`src/brd_params.svh`:
```
`ifndef BRD_PARAMS_SVH
`define BRD_PARAMS_SVH

// ----------------------------------------------------------------------
// Instruction word layout.
// ----------------------------------------------------------------------
`define BRD_IW_WIDTH 14
`define BRD_OP6_MSB 13
`define BRD_OP6_LSB 8
`define BRD_D_BIT 7
`define BRD_F_MSB 6
`define BRD_B_MSB 9
`define BRD_B_LSB 7

// ----------------------------------------------------------------------
// Timing: oscillator clocks per instruction cycle.
// ----------------------------------------------------------------------
`define BRD_OSC_PER_CYC 4
`define BRD_PH_FETCH 2'h0
`define BRD_PH_READ 2'h1
`define BRD_PH_MODIFY 2'h2
`define BRD_PH_WRITE 2'h3

// ----------------------------------------------------------------------
// Opcode patterns.
// ----------------------------------------------------------------------
`define BRD_OP_ADD 6'h07
`define BRD_OP_ADDC 6'h3D
`define BRD_OP_AND 6'h05
`define BRD_OP_IOR 6'h04
`define BRD_OP_COM 6'h09
`define BRD_OP_DECSZ 6'h0B
`define BRD_OP_INCSZ 6'h0F
`define BRD_OP_RETLIT 6'h34
`define BRD_OP_SHL 6'h35
`define BRD_OP_SHRL 6'h36
`define BRD_OP_SHRA 6'h37
`define BRD_OP4_BITCLR 4'h6
`define BRD_OP4_BITSET 4'h7
`define BRD_OP5_RELJ 5'h19
`define BRD_OP3_CALL 3'h4
`define BRD_OP3_JUMP 3'h5
`define BRD_IW_RETURN 14'h0008
`define BRD_IW_INTEXIT 14'h0009
`define BRD_IW_CALLACC 14'h000A
`define BRD_IW_RELACC 14'h000B

// ----------------------------------------------------------------------
// Reset values and indirect alias addresses.
// ----------------------------------------------------------------------
`define BRD_RST_IW 14'h0000
`define BRD_RST_BYTE 8'h00
`define BRD_IND_ADDR0 7'h00
`define BRD_IND_ADDR1 7'h01

`endif

```
`src/brd_pkg.sv`:
```
package brd_pkg;

  // ----------------------------------------------------------------------
  // Instruction cycle kinds.
  // ----------------------------------------------------------------------
  typedef enum logic [2:0] {
    BRD_ST_EXEC  = 3'h1,
    BRD_ST_EXTRA = 3'h2,
    BRD_ST_NOP   = 3'h4
  } brd_state_e;

  // ----------------------------------------------------------------------
  // Datapath operations carried out here.
  // ----------------------------------------------------------------------
  typedef enum logic [3:0] {
    BRD_ALU_NONE = 4'h0,
    BRD_ALU_ADD  = 4'h1,
    BRD_ALU_ADDC = 4'h2,
    BRD_ALU_AND  = 4'h3,
    BRD_ALU_IOR  = 4'h4,
    BRD_ALU_COM  = 4'h5,
    BRD_ALU_DEC  = 4'h6,
    BRD_ALU_INC  = 4'h7,
    BRD_ALU_BTC  = 4'h8,
    BRD_ALU_BTS  = 4'h9
  } brd_alu_e;

endpackage : brd_pkg

```
`src/brd_decode.sv`:
```
`timescale 1ns/1ps
`include "brd_params.svh"
module brd_decode
  import brd_pkg::*;
(
  // Clock and reset
  input wire logic mclk_i,
  input wire logic rst_i,
  // Program memory word
  input wire logic [13:0] instr_i,
  output logic fetch_o,
  // Pointer state: high when pointer n addresses program memory
  input wire logic [1:0] ptr_pm_i,
  // File register port
  input wire logic [7:0] reg_rdata_i,
  output logic [6:0] reg_addr_o,
  output logic reg_rd_o,
  output logic reg_wr_o,
  output logic [7:0] reg_wdata_o,
  output logic indirect_o,
  output logic ptr_sel_o,
  // Core state
  output logic [7:0] acc_o,
  output logic carry_o,
  output logic dcarry_o,
  output logic zero_o,
  // Cycle status
  output logic [1:0] phase_o,
  output logic extra_cycle_o,
  output logic nop_cycle_o,
  output logic flow_change_o
);

  // ----------------------------------------------------------------------
  // Decode functions.
  // ----------------------------------------------------------------------

  // Words that name a file register; the low control region does not.
  function automatic logic fn_uses_file(input logic [13:0] iw);
    logic r;
    r = 1'b0;
    case (iw[13:12])
      2'b00: r = (iw[11:7] != 5'h00) || (iw[11:8] == 4'h0 && iw[7]);
      2'b01: r = 1'b1;
      2'b11: r = (iw[13:8] == `BRD_OP_ADDC) || (iw[13:8] == `BRD_OP_SHL) ||
                 (iw[13:8] == `BRD_OP_SHRL) || (iw[13:8] == `BRD_OP_SHRA);
      default: r = 1'b0;
    endcase
    return r;
  endfunction : fn_uses_file

  // Indirect alias is the file address 0 or 1.
  function automatic logic fn_is_ind(input logic [13:0] iw);
    logic [6:0] fa;
    fa = iw[`BRD_F_MSB:0];
    return fn_uses_file(iw) &&
           (fa == `BRD_IND_ADDR0 || fa == `BRD_IND_ADDR1);
  endfunction : fn_is_ind

  // Flow changes that always cost a second cycle.
  function automatic logic fn_always_two(input logic [13:0] iw);
    logic r;
    r = (iw[13:11] == `BRD_OP3_CALL);
    r = r || (iw[13:11] == `BRD_OP3_JUMP);
    r = r || (iw[13:9] == `BRD_OP5_RELJ);
    r = r || (iw == `BRD_IW_RELACC);
    r = r || (iw == `BRD_IW_CALLACC);
    r = r || (iw == `BRD_IW_RETURN) || (iw == `BRD_IW_INTEXIT);
    r = r || (iw[13:8] == `BRD_OP_RETLIT);
    return r;
  endfunction : fn_always_two

  // Map an opcode to the operation this block performs.
  function automatic brd_alu_e fn_alu(input logic [13:0] iw);
    brd_alu_e r;
    r = BRD_ALU_NONE;
    case (iw[13:8])
      `BRD_OP_ADD: r = BRD_ALU_ADD;
      `BRD_OP_ADDC: r = BRD_ALU_ADDC;
      `BRD_OP_AND: r = BRD_ALU_AND;
      `BRD_OP_IOR: r = BRD_ALU_IOR;
      `BRD_OP_COM: r = BRD_ALU_COM;
      `BRD_OP_DECSZ: r = BRD_ALU_DEC;
      `BRD_OP_INCSZ: r = BRD_ALU_INC;
      default: r = BRD_ALU_NONE;
    endcase
    // Bit-test skips carry the bit number in [9:7].
    if (iw[13:10] == `BRD_OP4_BITCLR) begin
      r = BRD_ALU_BTC;
    end else if (iw[13:10] == `BRD_OP4_BITSET) begin
      r = BRD_ALU_BTS;
    end
    return r;
  endfunction : fn_alu

  // ----------------------------------------------------------------------
  // Sequencing state.
  // ----------------------------------------------------------------------
  brd_state_e state_ff, nxt_state;
  logic [1:0] phase_ff, nxt_phase;
  logic [13:0] iw_ff, nxt_iw;
  logic slow_ff, nxt_slow;
  logic flow_ff, nxt_flow;

  // ----------------------------------------------------------------------
  // Datapath state.
  // ----------------------------------------------------------------------
  logic [7:0] rdata_ff, nxt_rdata;
  logic [7:0] res_ff, nxt_res;
  logic [7:0] acc_ff, nxt_acc;
  logic c_ff, nxt_c;
  logic dc_ff, nxt_dc;
  logic z_ff, nxt_z;
  logic rc_ff, nxt_rc;
  logic rdc_ff, nxt_rdc;
  logic taken_ff, nxt_taken;

  // ----------------------------------------------------------------------
  // Decoded fields of the held word.
  // ----------------------------------------------------------------------
  brd_alu_e alu_op;
  logic act;
  logic dest_reg;
  logic [2:0] bit_idx;
  logic writes_res;
  logic sets_czdc;
  logic sets_z;

  // The word is decoded as a whole; unlisted bits never steer it.
  assign alu_op = fn_alu(iw_ff);
  assign dest_reg = iw_ff[`BRD_D_BIT];
  assign bit_idx = iw_ff[`BRD_B_MSB:`BRD_B_LSB];
  assign sets_czdc = (alu_op == BRD_ALU_ADD) || (alu_op == BRD_ALU_ADDC);
  assign sets_z = sets_czdc || (alu_op == BRD_ALU_AND) ||
                  (alu_op == BRD_ALU_IOR) || (alu_op == BRD_ALU_COM);
  assign writes_res = sets_z || (alu_op == BRD_ALU_DEC) ||
                      (alu_op == BRD_ALU_INC);
  // A slow indirect access moves the whole access into the extra cycle.
  assign act = (state_ff == BRD_ST_EXEC && !slow_ff) ||
               (state_ff == BRD_ST_EXTRA);

  // ----------------------------------------------------------------------
  // Sequencer: four phases per cycle and the cycle kind.
  // ----------------------------------------------------------------------
  always_comb begin
    nxt_phase = phase_ff + 2'h1;
    nxt_state = state_ff;
    nxt_iw = iw_ff;
    nxt_slow = slow_ff;
    nxt_flow = 1'b0;
    if (phase_ff == `BRD_PH_FETCH && state_ff == BRD_ST_EXEC) begin
      nxt_iw = instr_i;
      nxt_slow = fn_is_ind(instr_i) && ptr_pm_i[instr_i[0]];
    end
    if (phase_ff == `BRD_PH_WRITE) begin
      case (state_ff)
        BRD_ST_EXEC: begin
          if (slow_ff) begin
            nxt_state = BRD_ST_EXTRA;
          end else if (fn_always_two(iw_ff) || taken_ff) begin
            nxt_state = BRD_ST_NOP;
            nxt_flow = 1'b1;
          end else begin
            nxt_state = BRD_ST_EXEC;
          end
        end
        BRD_ST_EXTRA: begin
          if (fn_always_two(iw_ff) || taken_ff) begin
            nxt_state = BRD_ST_NOP;
            nxt_flow = 1'b1;
          end else begin
            nxt_state = BRD_ST_EXEC;
          end
        end
        BRD_ST_NOP: nxt_state = BRD_ST_EXEC;
        default: nxt_state = BRD_ST_EXEC;
      endcase
    end
  end

  // Registers of the sequencer.
  always_ff @(posedge mclk_i or posedge rst_i) begin
    if (rst_i) begin
      state_ff <= BRD_ST_EXEC;
      phase_ff <= `BRD_PH_FETCH;
      iw_ff <= `BRD_RST_IW;
      slow_ff <= 1'b0;
      flow_ff <= 1'b0;
    end else begin
      state_ff <= nxt_state;
      phase_ff <= nxt_phase;
      iw_ff <= nxt_iw;
      slow_ff <= nxt_slow;
      flow_ff <= nxt_flow;
    end
  end

  // ----------------------------------------------------------------------
  // Datapath: read in phase 1, modify in phase 2, store in phase 3.
  // ----------------------------------------------------------------------
  always_comb begin
    logic [8:0] sum;
    logic [4:0] lsum;
    logic cin;
    sum = 9'h000;
    lsum = 5'h00;
    cin = (alu_op == BRD_ALU_ADDC) ? c_ff : 1'b0;
    nxt_rdata = rdata_ff;
    nxt_res = res_ff;
    nxt_acc = acc_ff;
    nxt_c = c_ff;
    nxt_dc = dc_ff;
    nxt_z = z_ff;
    nxt_rc = rc_ff;
    nxt_rdc = rdc_ff;
    nxt_taken = taken_ff;
    // Each instruction starts with no skip pending.
    if (phase_ff == `BRD_PH_FETCH && state_ff == BRD_ST_EXEC) begin
      nxt_taken = 1'b0;
    end
    // The register is read even by operations that only overwrite it.
    if (act && phase_ff == `BRD_PH_READ && fn_uses_file(iw_ff)) begin
      nxt_rdata = reg_rdata_i;
    end
    if (act && phase_ff == `BRD_PH_MODIFY) begin
      sum = {1'b0, acc_ff} + {1'b0, rdata_ff} + {8'h00, cin};
      lsum = {1'b0, acc_ff[3:0]} + {1'b0, rdata_ff[3:0]} + {4'h0, cin};
      nxt_rc = sum[8];
      nxt_rdc = lsum[4];
      case (alu_op)
        BRD_ALU_ADD, BRD_ALU_ADDC: nxt_res = sum[7:0];
        BRD_ALU_AND: nxt_res = acc_ff & rdata_ff;
        BRD_ALU_IOR: nxt_res = acc_ff | rdata_ff;
        BRD_ALU_COM: nxt_res = ~rdata_ff;
        BRD_ALU_DEC: nxt_res = rdata_ff - 8'h01;
        BRD_ALU_INC: nxt_res = rdata_ff + 8'h01;
        default: nxt_res = rdata_ff;
      endcase
      case (alu_op)
        BRD_ALU_DEC: nxt_taken = (rdata_ff == 8'h01);
        BRD_ALU_INC: nxt_taken = (rdata_ff == 8'hFF);
        BRD_ALU_BTC: nxt_taken = !rdata_ff[bit_idx];
        BRD_ALU_BTS: nxt_taken = rdata_ff[bit_idx];
        default: nxt_taken = 1'b0;
      endcase
    end
    // Store the result and the flags at the close of the cycle.
    if (act && phase_ff == `BRD_PH_WRITE) begin
      if (writes_res && !dest_reg) begin
        nxt_acc = res_ff;
      end
      if (sets_czdc) begin
        nxt_c = rc_ff;
        nxt_dc = rdc_ff;
      end
      if (sets_z) begin
        nxt_z = (res_ff == 8'h00);
      end
    end
  end

  // Registers of the datapath.
  always_ff @(posedge mclk_i or posedge rst_i) begin
    if (rst_i) begin
      rdata_ff <= `BRD_RST_BYTE;
      res_ff <= `BRD_RST_BYTE;
      acc_ff <= `BRD_RST_BYTE;
      c_ff <= 1'b0;
      dc_ff <= 1'b0;
      z_ff <= 1'b0;
      rc_ff <= 1'b0;
      rdc_ff <= 1'b0;
      taken_ff <= 1'b0;
    end else begin
      rdata_ff <= nxt_rdata;
      res_ff <= nxt_res;
      acc_ff <= nxt_acc;
      c_ff <= nxt_c;
      dc_ff <= nxt_dc;
      z_ff <= nxt_z;
      rc_ff <= nxt_rc;
      rdc_ff <= nxt_rdc;
      taken_ff <= nxt_taken;
    end
  end

  // ----------------------------------------------------------------------
  // Outputs.
  // ----------------------------------------------------------------------

  // Address and pointer choice come straight from the held word.
  assign reg_addr_o = iw_ff[`BRD_F_MSB:0];
  assign indirect_o = fn_is_ind(iw_ff);
  assign ptr_sel_o = iw_ff[0];
  assign reg_wdata_o = res_ff;
  // Strobes are combinational; the word stays stable from phase 1 until the next fetch phase ends.
  assign reg_rd_o = act && phase_ff == `BRD_PH_READ &&
                    fn_uses_file(iw_ff);
  assign reg_wr_o = act && phase_ff == `BRD_PH_WRITE && writes_res &&
                    dest_reg;
  // Next word wanted once the last cycle of this one is closing.
  assign fetch_o = phase_ff == `BRD_PH_WRITE && nxt_state == BRD_ST_EXEC;
  assign acc_o = acc_ff;
  assign carry_o = c_ff;
  assign dcarry_o = dc_ff;
  assign zero_o = z_ff;
  assign phase_o = phase_ff;
  assign extra_cycle_o = (state_ff == BRD_ST_EXTRA);
  // The no-op cycle only requests the next fetch: no file strobes, no flag changes.
  assign nop_cycle_o = (state_ff == BRD_ST_NOP);
  assign flow_change_o = flow_ff;

endmodule : brd_decode

```
`config.mk`:
```
export PLATFORM = sky130hd
export DESIGN_NAME = brd_decode
export DESIGN_NICKNAME = d
export VERILOG_FILES = /design/src/brd_pkg.sv /design/src/brd_decode.sv
export VERILOG_INCLUDE_DIRS = /design/src
export SDC_FILE = /design/constraint.sdc
export NUM_CORES = 1
export LEC_CHECK = 0
export ABC_AREA = 1
export BUFFER_PORTS_ARGS = -buffer_cell sky130_fd_sc_hd__buf_2
export CAP_MARGIN = 5
export CORE_MARGIN = 2
export CORE_UTILIZATION = 30
export CTS_BUF_LIST = sky130_fd_sc_hd__clkbuf_16
export DETAILED_ROUTE_END_ITERATION = 8
export PLACE_DENSITY = 0.52
export RECOVER_POWER = 100
export SLEW_MARGIN = 20
export SYNTH_ARGS = -nofsm -noshare
export SYNTH_HDL_FRONTEND = slang
export SYNTH_SLANG_ARGS = --single-unit
```
`constraint.sdc`:
```
create_clock -name mclk_i -period 3.1 [get_ports mclk_i]
set_input_delay 0.31 -clock mclk_i [delete_from_list [all_inputs] [get_ports mclk_i]]
set_output_delay 0.31 -clock mclk_i [all_outputs]
set_load 0.005 [all_outputs]
```
Yosys cells after proc, flatten, opt, wreduce, memory -nomap -nowiden. Cells that the tools add are included.

Register bits: 51. Input bits: 26. Output and inout port bits: 36. Word-level logic and storage cells: 155.

Add/sub/neg operators: 7. $lt $le $gt $ge: 2. Equal/unequal tests: 48. Mux-type cells: 23. Bitwise gates (word level): 3. Reductions and logical operators: 58.

Operators with widths (number): equality test 14 x 4 -> 1 bit, second input constant (4); equality test 6 bit, second input constant (9); one-hot mux 8 bit (6 select lines) (1); logical OR 1 bit (25); equality test 4 x 3 -> 1 bit, second input constant (6); one-hot mux 3 bit (7 select lines) (1); equality test 6 x 3 -> 1 bit, second input constant (3); equality test 6 x 4 -> 1 bit, second input constant (3); logical AND 1 bit (15); equality test 7 x 1 -> 1 bit, second input constant (2); logical NOT 7 bit (2); two-way mux 1 bit (10); nonzero test 5 bit (2); adder 8 x 8 -> 9 bit (1); adder 9 x 1 -> 9 bit (1); equality test 3 bit, second input constant (3); two-way mux 3 bit (3); adder 8 x 1 -> 8 bit, second input constant (1); bitwise AND 8 bit (1); equality test 2 bit, second input constant (4); equality test 4 x 2 -> 1 bit, second input constant (2); equality test 4 bit, second input constant (2); equality test 8 x 1 -> 1 bit, second input constant (1); equality test 8 bit, second input constant (1); other kinds (26) (38).

Logic depth before layout (Yosys ltp).
Depth in word-level cells: 15. Gate-level depth with buffers: 16. Mapped depth without buffers: 15.

Worst setup path before layout. Ideal clock, no wire load.

Path kind: reg2reg. Start: register rdata_ff[0]. End: register res_ff[4], in the netlist reg_wdata_o[4]. Library setup time: 0.116 ns. Data arrival time: 2.111 ns. Required time: 2.984 ns. Path slack: 0.873 ns. Cell stages (with the launch flop): 14. Buffers on the path: 0. Clock period less this slack: 2.227 ns. Cell sequence: dfrtp_1 > clkinv_1 > fa_1 > fa_1 > inv_1 > nand2_1 > nand2_1 > nand2_1 > nand2_1 > nor2_1 > nor2_1 > nand3_1 > nand2_1 > nand2_1.

Word-level cells in the longest chain between the ends: 3. Elaborated cells on any way between the ends: 5. Classes of those cells: add/sub (4); mux (1).

RTL lines: start: declaration (RTL line brd_decode.sv:108) `logic [7:0] rdata_ff, nxt_rdata;`; start signal: assignment (RTL line brd_decode.sv:265) `` rdata_ff <= `BRD_RST_BYTE; ``; start signal: assignment (RTL line brd_decode.sv:275) `rdata_ff <= nxt_rdata;`; adder 8 x 8 -> 9 bit (RTL line brd_decode.sv:226) `sum = {1'b0, acc_ff} + {1'b0, rdata_ff} + {8'h00, cin};`; adder 9 x 1 -> 9 bit (RTL line brd_decode.sv:226); one-hot mux 8 bit (6 select lines) (*) (RTL line brd_decode.sv:230) `case (alu_op)`; end signal: assignment (RTL line brd_decode.sv:266) `` res_ff <= `BRD_RST_BYTE; ``; end signal: assignment (RTL line brd_decode.sv:276) `res_ff <= nxt_res;`; end: declaration (RTL line brd_decode.sv:109) `logic [7:0] res_ff, nxt_res;`.

Every way passes the cells marked *; elsewhere a longest branch is shown, timed or not. A chain may end at the register's enable or synchronous reset.

Final worst setup path.
Start: register iw_ff[9]. End: output port reg_wr_o.

Word-level cells in the longest chain between the ends: 13. Elaborated cells on any way between the ends: 25. Classes of those cells: eq/ne (14); mux (3); reduce/logical (8).

RTL lines: start: declaration (RTL line brd_decode.sv:101) `logic [13:0] iw_ff, nxt_iw;`; start signal: assignment (RTL line brd_decode.sv:186) `` iw_ff <= `BRD_RST_IW; ``; start signal: assignment (RTL line brd_decode.sv:192) `iw_ff <= nxt_iw;`; equality test 6 x 4 -> 1 bit, or another cell as far along (RTL line brd_decode.sv:77) `case (iw[13:8])`; one-hot mux 3 bit (7 select lines) (*) (RTL line brd_decode.sv:77); two-way mux 4 bit (*) (RTL line brd_decode.sv:90) `` end else if (iw[13:10] == `BRD_OP4_BITSET) begin ``; two-way mux 4 bit (*) (RTL line brd_decode.sv:88) `` if (iw[13:10] == `BRD_OP4_BITCLR) begin ``; equality test 4 x 1 -> 1 bit / equality test 4 x 2 -> 1 bit (equally long branches) (RTL line brd_decode.sv:133) `assign sets_czdc = (alu_op == BRD_ALU_ADD) || (alu_op == BRD_ALU_ADDC);`; logical OR 1 bit (RTL line brd_decode.sv:133); logical OR 1 bit (2 in a row) (RTL line brd_decode.sv:134) `assign sets_z = sets_czdc || (alu_op == BRD_ALU_AND) ||`; logical OR 1 bit (RTL line brd_decode.sv:135) `(alu_op == BRD_ALU_IOR) || (alu_op == BRD_ALU_COM);`; logical OR 1 bit (RTL line brd_decode.sv:136) `assign writes_res = sets_z || (alu_op == BRD_ALU_DEC) ||`; logical OR 1 bit (*) (RTL line brd_decode.sv:136); logical AND 1 bit (*) (2 in a row) (RTL line brd_decode.sv:299) `` assign reg_wr_o = act && phase_ff == `BRD_PH_WRITE && writes_res && ``; end: declaration (RTL line brd_decode.sv:18) `output logic reg_wr_o,`.

Marked as above.

==> impl_metrics.csv <==
group,metric,value,unit
run_status,run_status,"complete, no violations",
placed_design,place_area,4230,um^2
setup_path,critical_path_class,"reg2out",
cells_and_area,area_growth,13.0,%
setup_path,critPathMaxStageDelay,0.48,ns
cells_and_area,layout_commonest_cell,"nand2_1",
routing,post_drt_wl_per_cell,14.7,um
setup_path,worstPathMaxFanout,10,
logic_synthesis,syn_avg_cell_area,6.89,um^2
clocking,clk_pin_slew,0.07,ns
cells_and_area,multi_input_comb_area,2050,um^2
setup_path,worstPathArrival,2.28,ns
pwr,p_sw,0.00185,W
sta,timing.final.ws_setup,0.512,ns
setup_path,crit_slowest_cell,"dfrtp_1",
cells_and_area,regArea,1280,um^2
clocking,cts_resized,0,
pwr,p_comb_share,49.9,%
pwr,power_leakage,2.19,nW
pwr,power,0.00372,W
placed_design,dp_slack,0.693,ns
routing,vias_per_cell,4.70,
global_routing,track_usage,17.8,%
cells_and_area,diodes,0,
clocking,cts.sink_count,51,
logic_synthesis,syn_area,3800,um^2
placed_design,dp_hpwl,8930,um
pwr,power_frac_seq,35.2,%
routing,drc,0,
clocking,tritoncts,"done",
cells_and_area,final_cells,778,
pwr,vdd_drop_max,0.000320,V
routing,drtAntennaViolNets,0,
sta,maxSlewViolCount,0,
setup_path,path_common_cell,"nor2_1",
global_routing,grt_remaining_overflow,0,
setup_path,start_kind,"register",
floorplanning,initial_core_util,30.4,%
logic_synthesis,synth-seq-cells,51,
logic_synthesis,synthCells,552,
global_routing,grt_pass1_wl,18700,um
clocking,cts_inserted_buffers,5,
global_routing,grt_pass1_vias,3583,
clocking,postCtsSetupBuffers,0,
cells_and_area,nets,656,
logic_synthesis,synth_seq_area_share,33.6,%
routing,totalWireLength,11400,um
floorplanning,rows,41,
cells_and_area,design_area,4300,um^2
pwr,p_sw_share,49.8,%
sta,finalHoldViolations,0,
setup_path,critPathRequiredTime,2.79,ns
cells_and_area,drive_above_1_share,11.7,%
clocking,cts_hold_buffers,0,
setup_path,crit_buf_inv,2,
routing,drt_pass1_iterations,5,
sta,min_period,2.59,ns
sta,finalSetupViolations,0,
placed_design,place.port_buffers,61,
logic_synthesis,synth.distinct_cells,36,
job,maxCapViolCount,0,
floorplanning,dieArea,13600,um^2
clocking,insertion_delay,0.29,ns
cells_and_area,final_cell_mix,"nand2_1 (163), inv_1 (76), dfrtp_1 (50), nor2_1 (44), o21ai_0 (41)",
setup_path,crit_path_end_kind,"output pin",
logic_synthesis,synth_fp_nets,603,
floorplanning,pin_count,62,
clocking,clock_path_buffers,2,
sta,max_freq,386,MHz
global_routing,antenna_found_initial,0,
setup_path,crit_chain,"nor2_1 > nand2_1 > nand2_2 > nor2_1 > nand2_4 > inv_2 > nor3_1 > clkbuf_1",
floorplanning,fp.dieW,117,um
sta,fin_skew,0.00828,ns
routing,drt_iter0_drc,189,
routing,vias,3653,
sta,worst_slew_pin_slew,1.22,ns
setup_path,critical-path-top-delay-family,"simple AND/OR/NAND/NOR gates",
pwr,p_per_area,865,nW/um^2
floorplanning,core-area,12500,um^2
logic_synthesis,ys_warn_count,0,
floorplanning,die_h,117,um
min_path,hold_path_class,"in2reg",
global_routing,grt_max_degree,30,
pwr,power.share.clock,14.9,%
placed_design,gp_congestion,0.877,
cells_and_area,fillers,1440,
clocking,cts-root-buf,"clkbuf_16",
pwr,intPower,0.00186,W
sta,setup_tns,0,ns
placed_design,dp.cells,770,
sta,rsz0062_at_grt,"false",
clocking,cts_max_level,2,
sta,maxSlewHeadroom,18.7,%
sta,period_share,83.5,%
==> logic make-up after synthesis <==
| group | after synthesis | share of synthesized area (%) |
|---|---|---|
| AO/OA/AOI/OAI | 74 | 11.1 |
| XOR/XNOR | 1 | 0.230 |
| adder cells (fa/ha/maj) | 25 | 8.62 |
| buffers and inverters | 103 | 11.5 |
| flip-flops | 51 | 33.6 |
| AND/OR/NAND/NOR | 298 | 34.9 |
==> final timing paths <==
kind / from / endpoint / slack (ns) / cells after the start
max reg2reg: iw_ff[9]$_DFFE_PP0P_ / acc_o[0]$_DFFE_PP0P_ / 0.56 / 7
min in group asynchronous: rst_i / state_ff[1]$_DFF_PP0_ / 0.29 / 2
min: instr_i[1] / iw_ff[1]$_DFFE_PP0P_ / 0.22 / 3
max: iw_ff[9]$_DFFE_PP0P_ / reg_wr_o / 0.51 / 8
min reg2reg: iw_ff[5]$_DFFE_PP0P_ / iw_ff[5]$_DFFE_PP0P_ / 0.51 / 2
max in group asynchronous: rst_i / acc_o[1]$_DFFE_PP0P_ / 1.15 / 3
==> cell usage after synthesis (all sizes together) <==
master,number,share of area (%)
nand2,170,18
inv,82,8.1
dfrtp,50,33
nor2,50,5.7
o21ai,45,6.5
nand3,40,5.6
ha,23,7.6
a21oi,17,2.4
nor3,15,2.1
nand4,13,2.1
buf,12,2.5
clkbuf,7,0.69
nand3b,4,0.79
o211ai,4,0.79
o22ai,4,0.66
a31oi,3,0.49
nor4,3,0.49
clkinv,2,0.20
fa,2,1.1
or2,2,0.33
a22oi,1,0.20
and3,1,0.16
dfstp,1,0.69
xor2,1,0.23
==> power by group through the flow <==
stage	Sequential, W	Combinational, W	Clock (W)
2_1_floorplan	0.00114	0.00149	0
3_3_place_gp	0.00131	0.00190	0
3_5_place_dp	0.00132	0.00190	0
4_1_cts	0.00131	0.00192	0.000580
5_1_grt	0.00136	0.00214	0.000599
6_report	0.00131	0.00185	0.000555
==> routing by layer <==
layer / global-route usage, % / part of all wire, % / routed length [um] / vias to the layer above
li1: - / - / - / 1863
met2: 29.6 / 46 / 5240 / 103
met3: 2.34 / 4.9 / 557 / 16
met4: 5.18 / 2.2 / 251 / 0
met1: 24.4 / 47 / 5370 / 1671
met5: 0 / 0 / 0 / -
==> per-stage QoR <==
step	hold slack, ns	utilization (%)
4_1_cts	0.108	34.9
5_1_grt	0.234	34.3
3_3_place_gp	0.429	33.8
6_report	0.224	34.3
2_1_floorplan	0.420	-
3_5_place_dp	0.434	33.8
==> sequential cells by signal, indices dropped and copies added (netlist names), 2 cells and up <==
signal       flops
phase_o          2
acc_o            8
rdata_ff         8
iw_ff           14
reg_wdata_o      8
state_ff         3
==> cell type report <==
| type | instances | area share (%) |
|---|---|---|
| clock buffer | 5 | 2.91 |
| clock inverter | 3 | 0.408 |
| timing repair buffer | 65 | 6.90 |
| sequential | 51 | 29.7 |
| inverter | 84 | 7.34 |
| multi-input combinational | 398 | 47.7 |
| tap | 172 | 5.01 |
==> worst reg2reg max path, stage by stage, from the launching register on <==
cell     delay (ns)
dfrtp_1        0.48
nor2_1         0.36
nand2_1        0.34
nand2_2        0.15
nor2_1         0.07
nand2_4        0.15
nand3_1        0.50
o21ai_0        0.39
(Power assumes the default switching activity.)
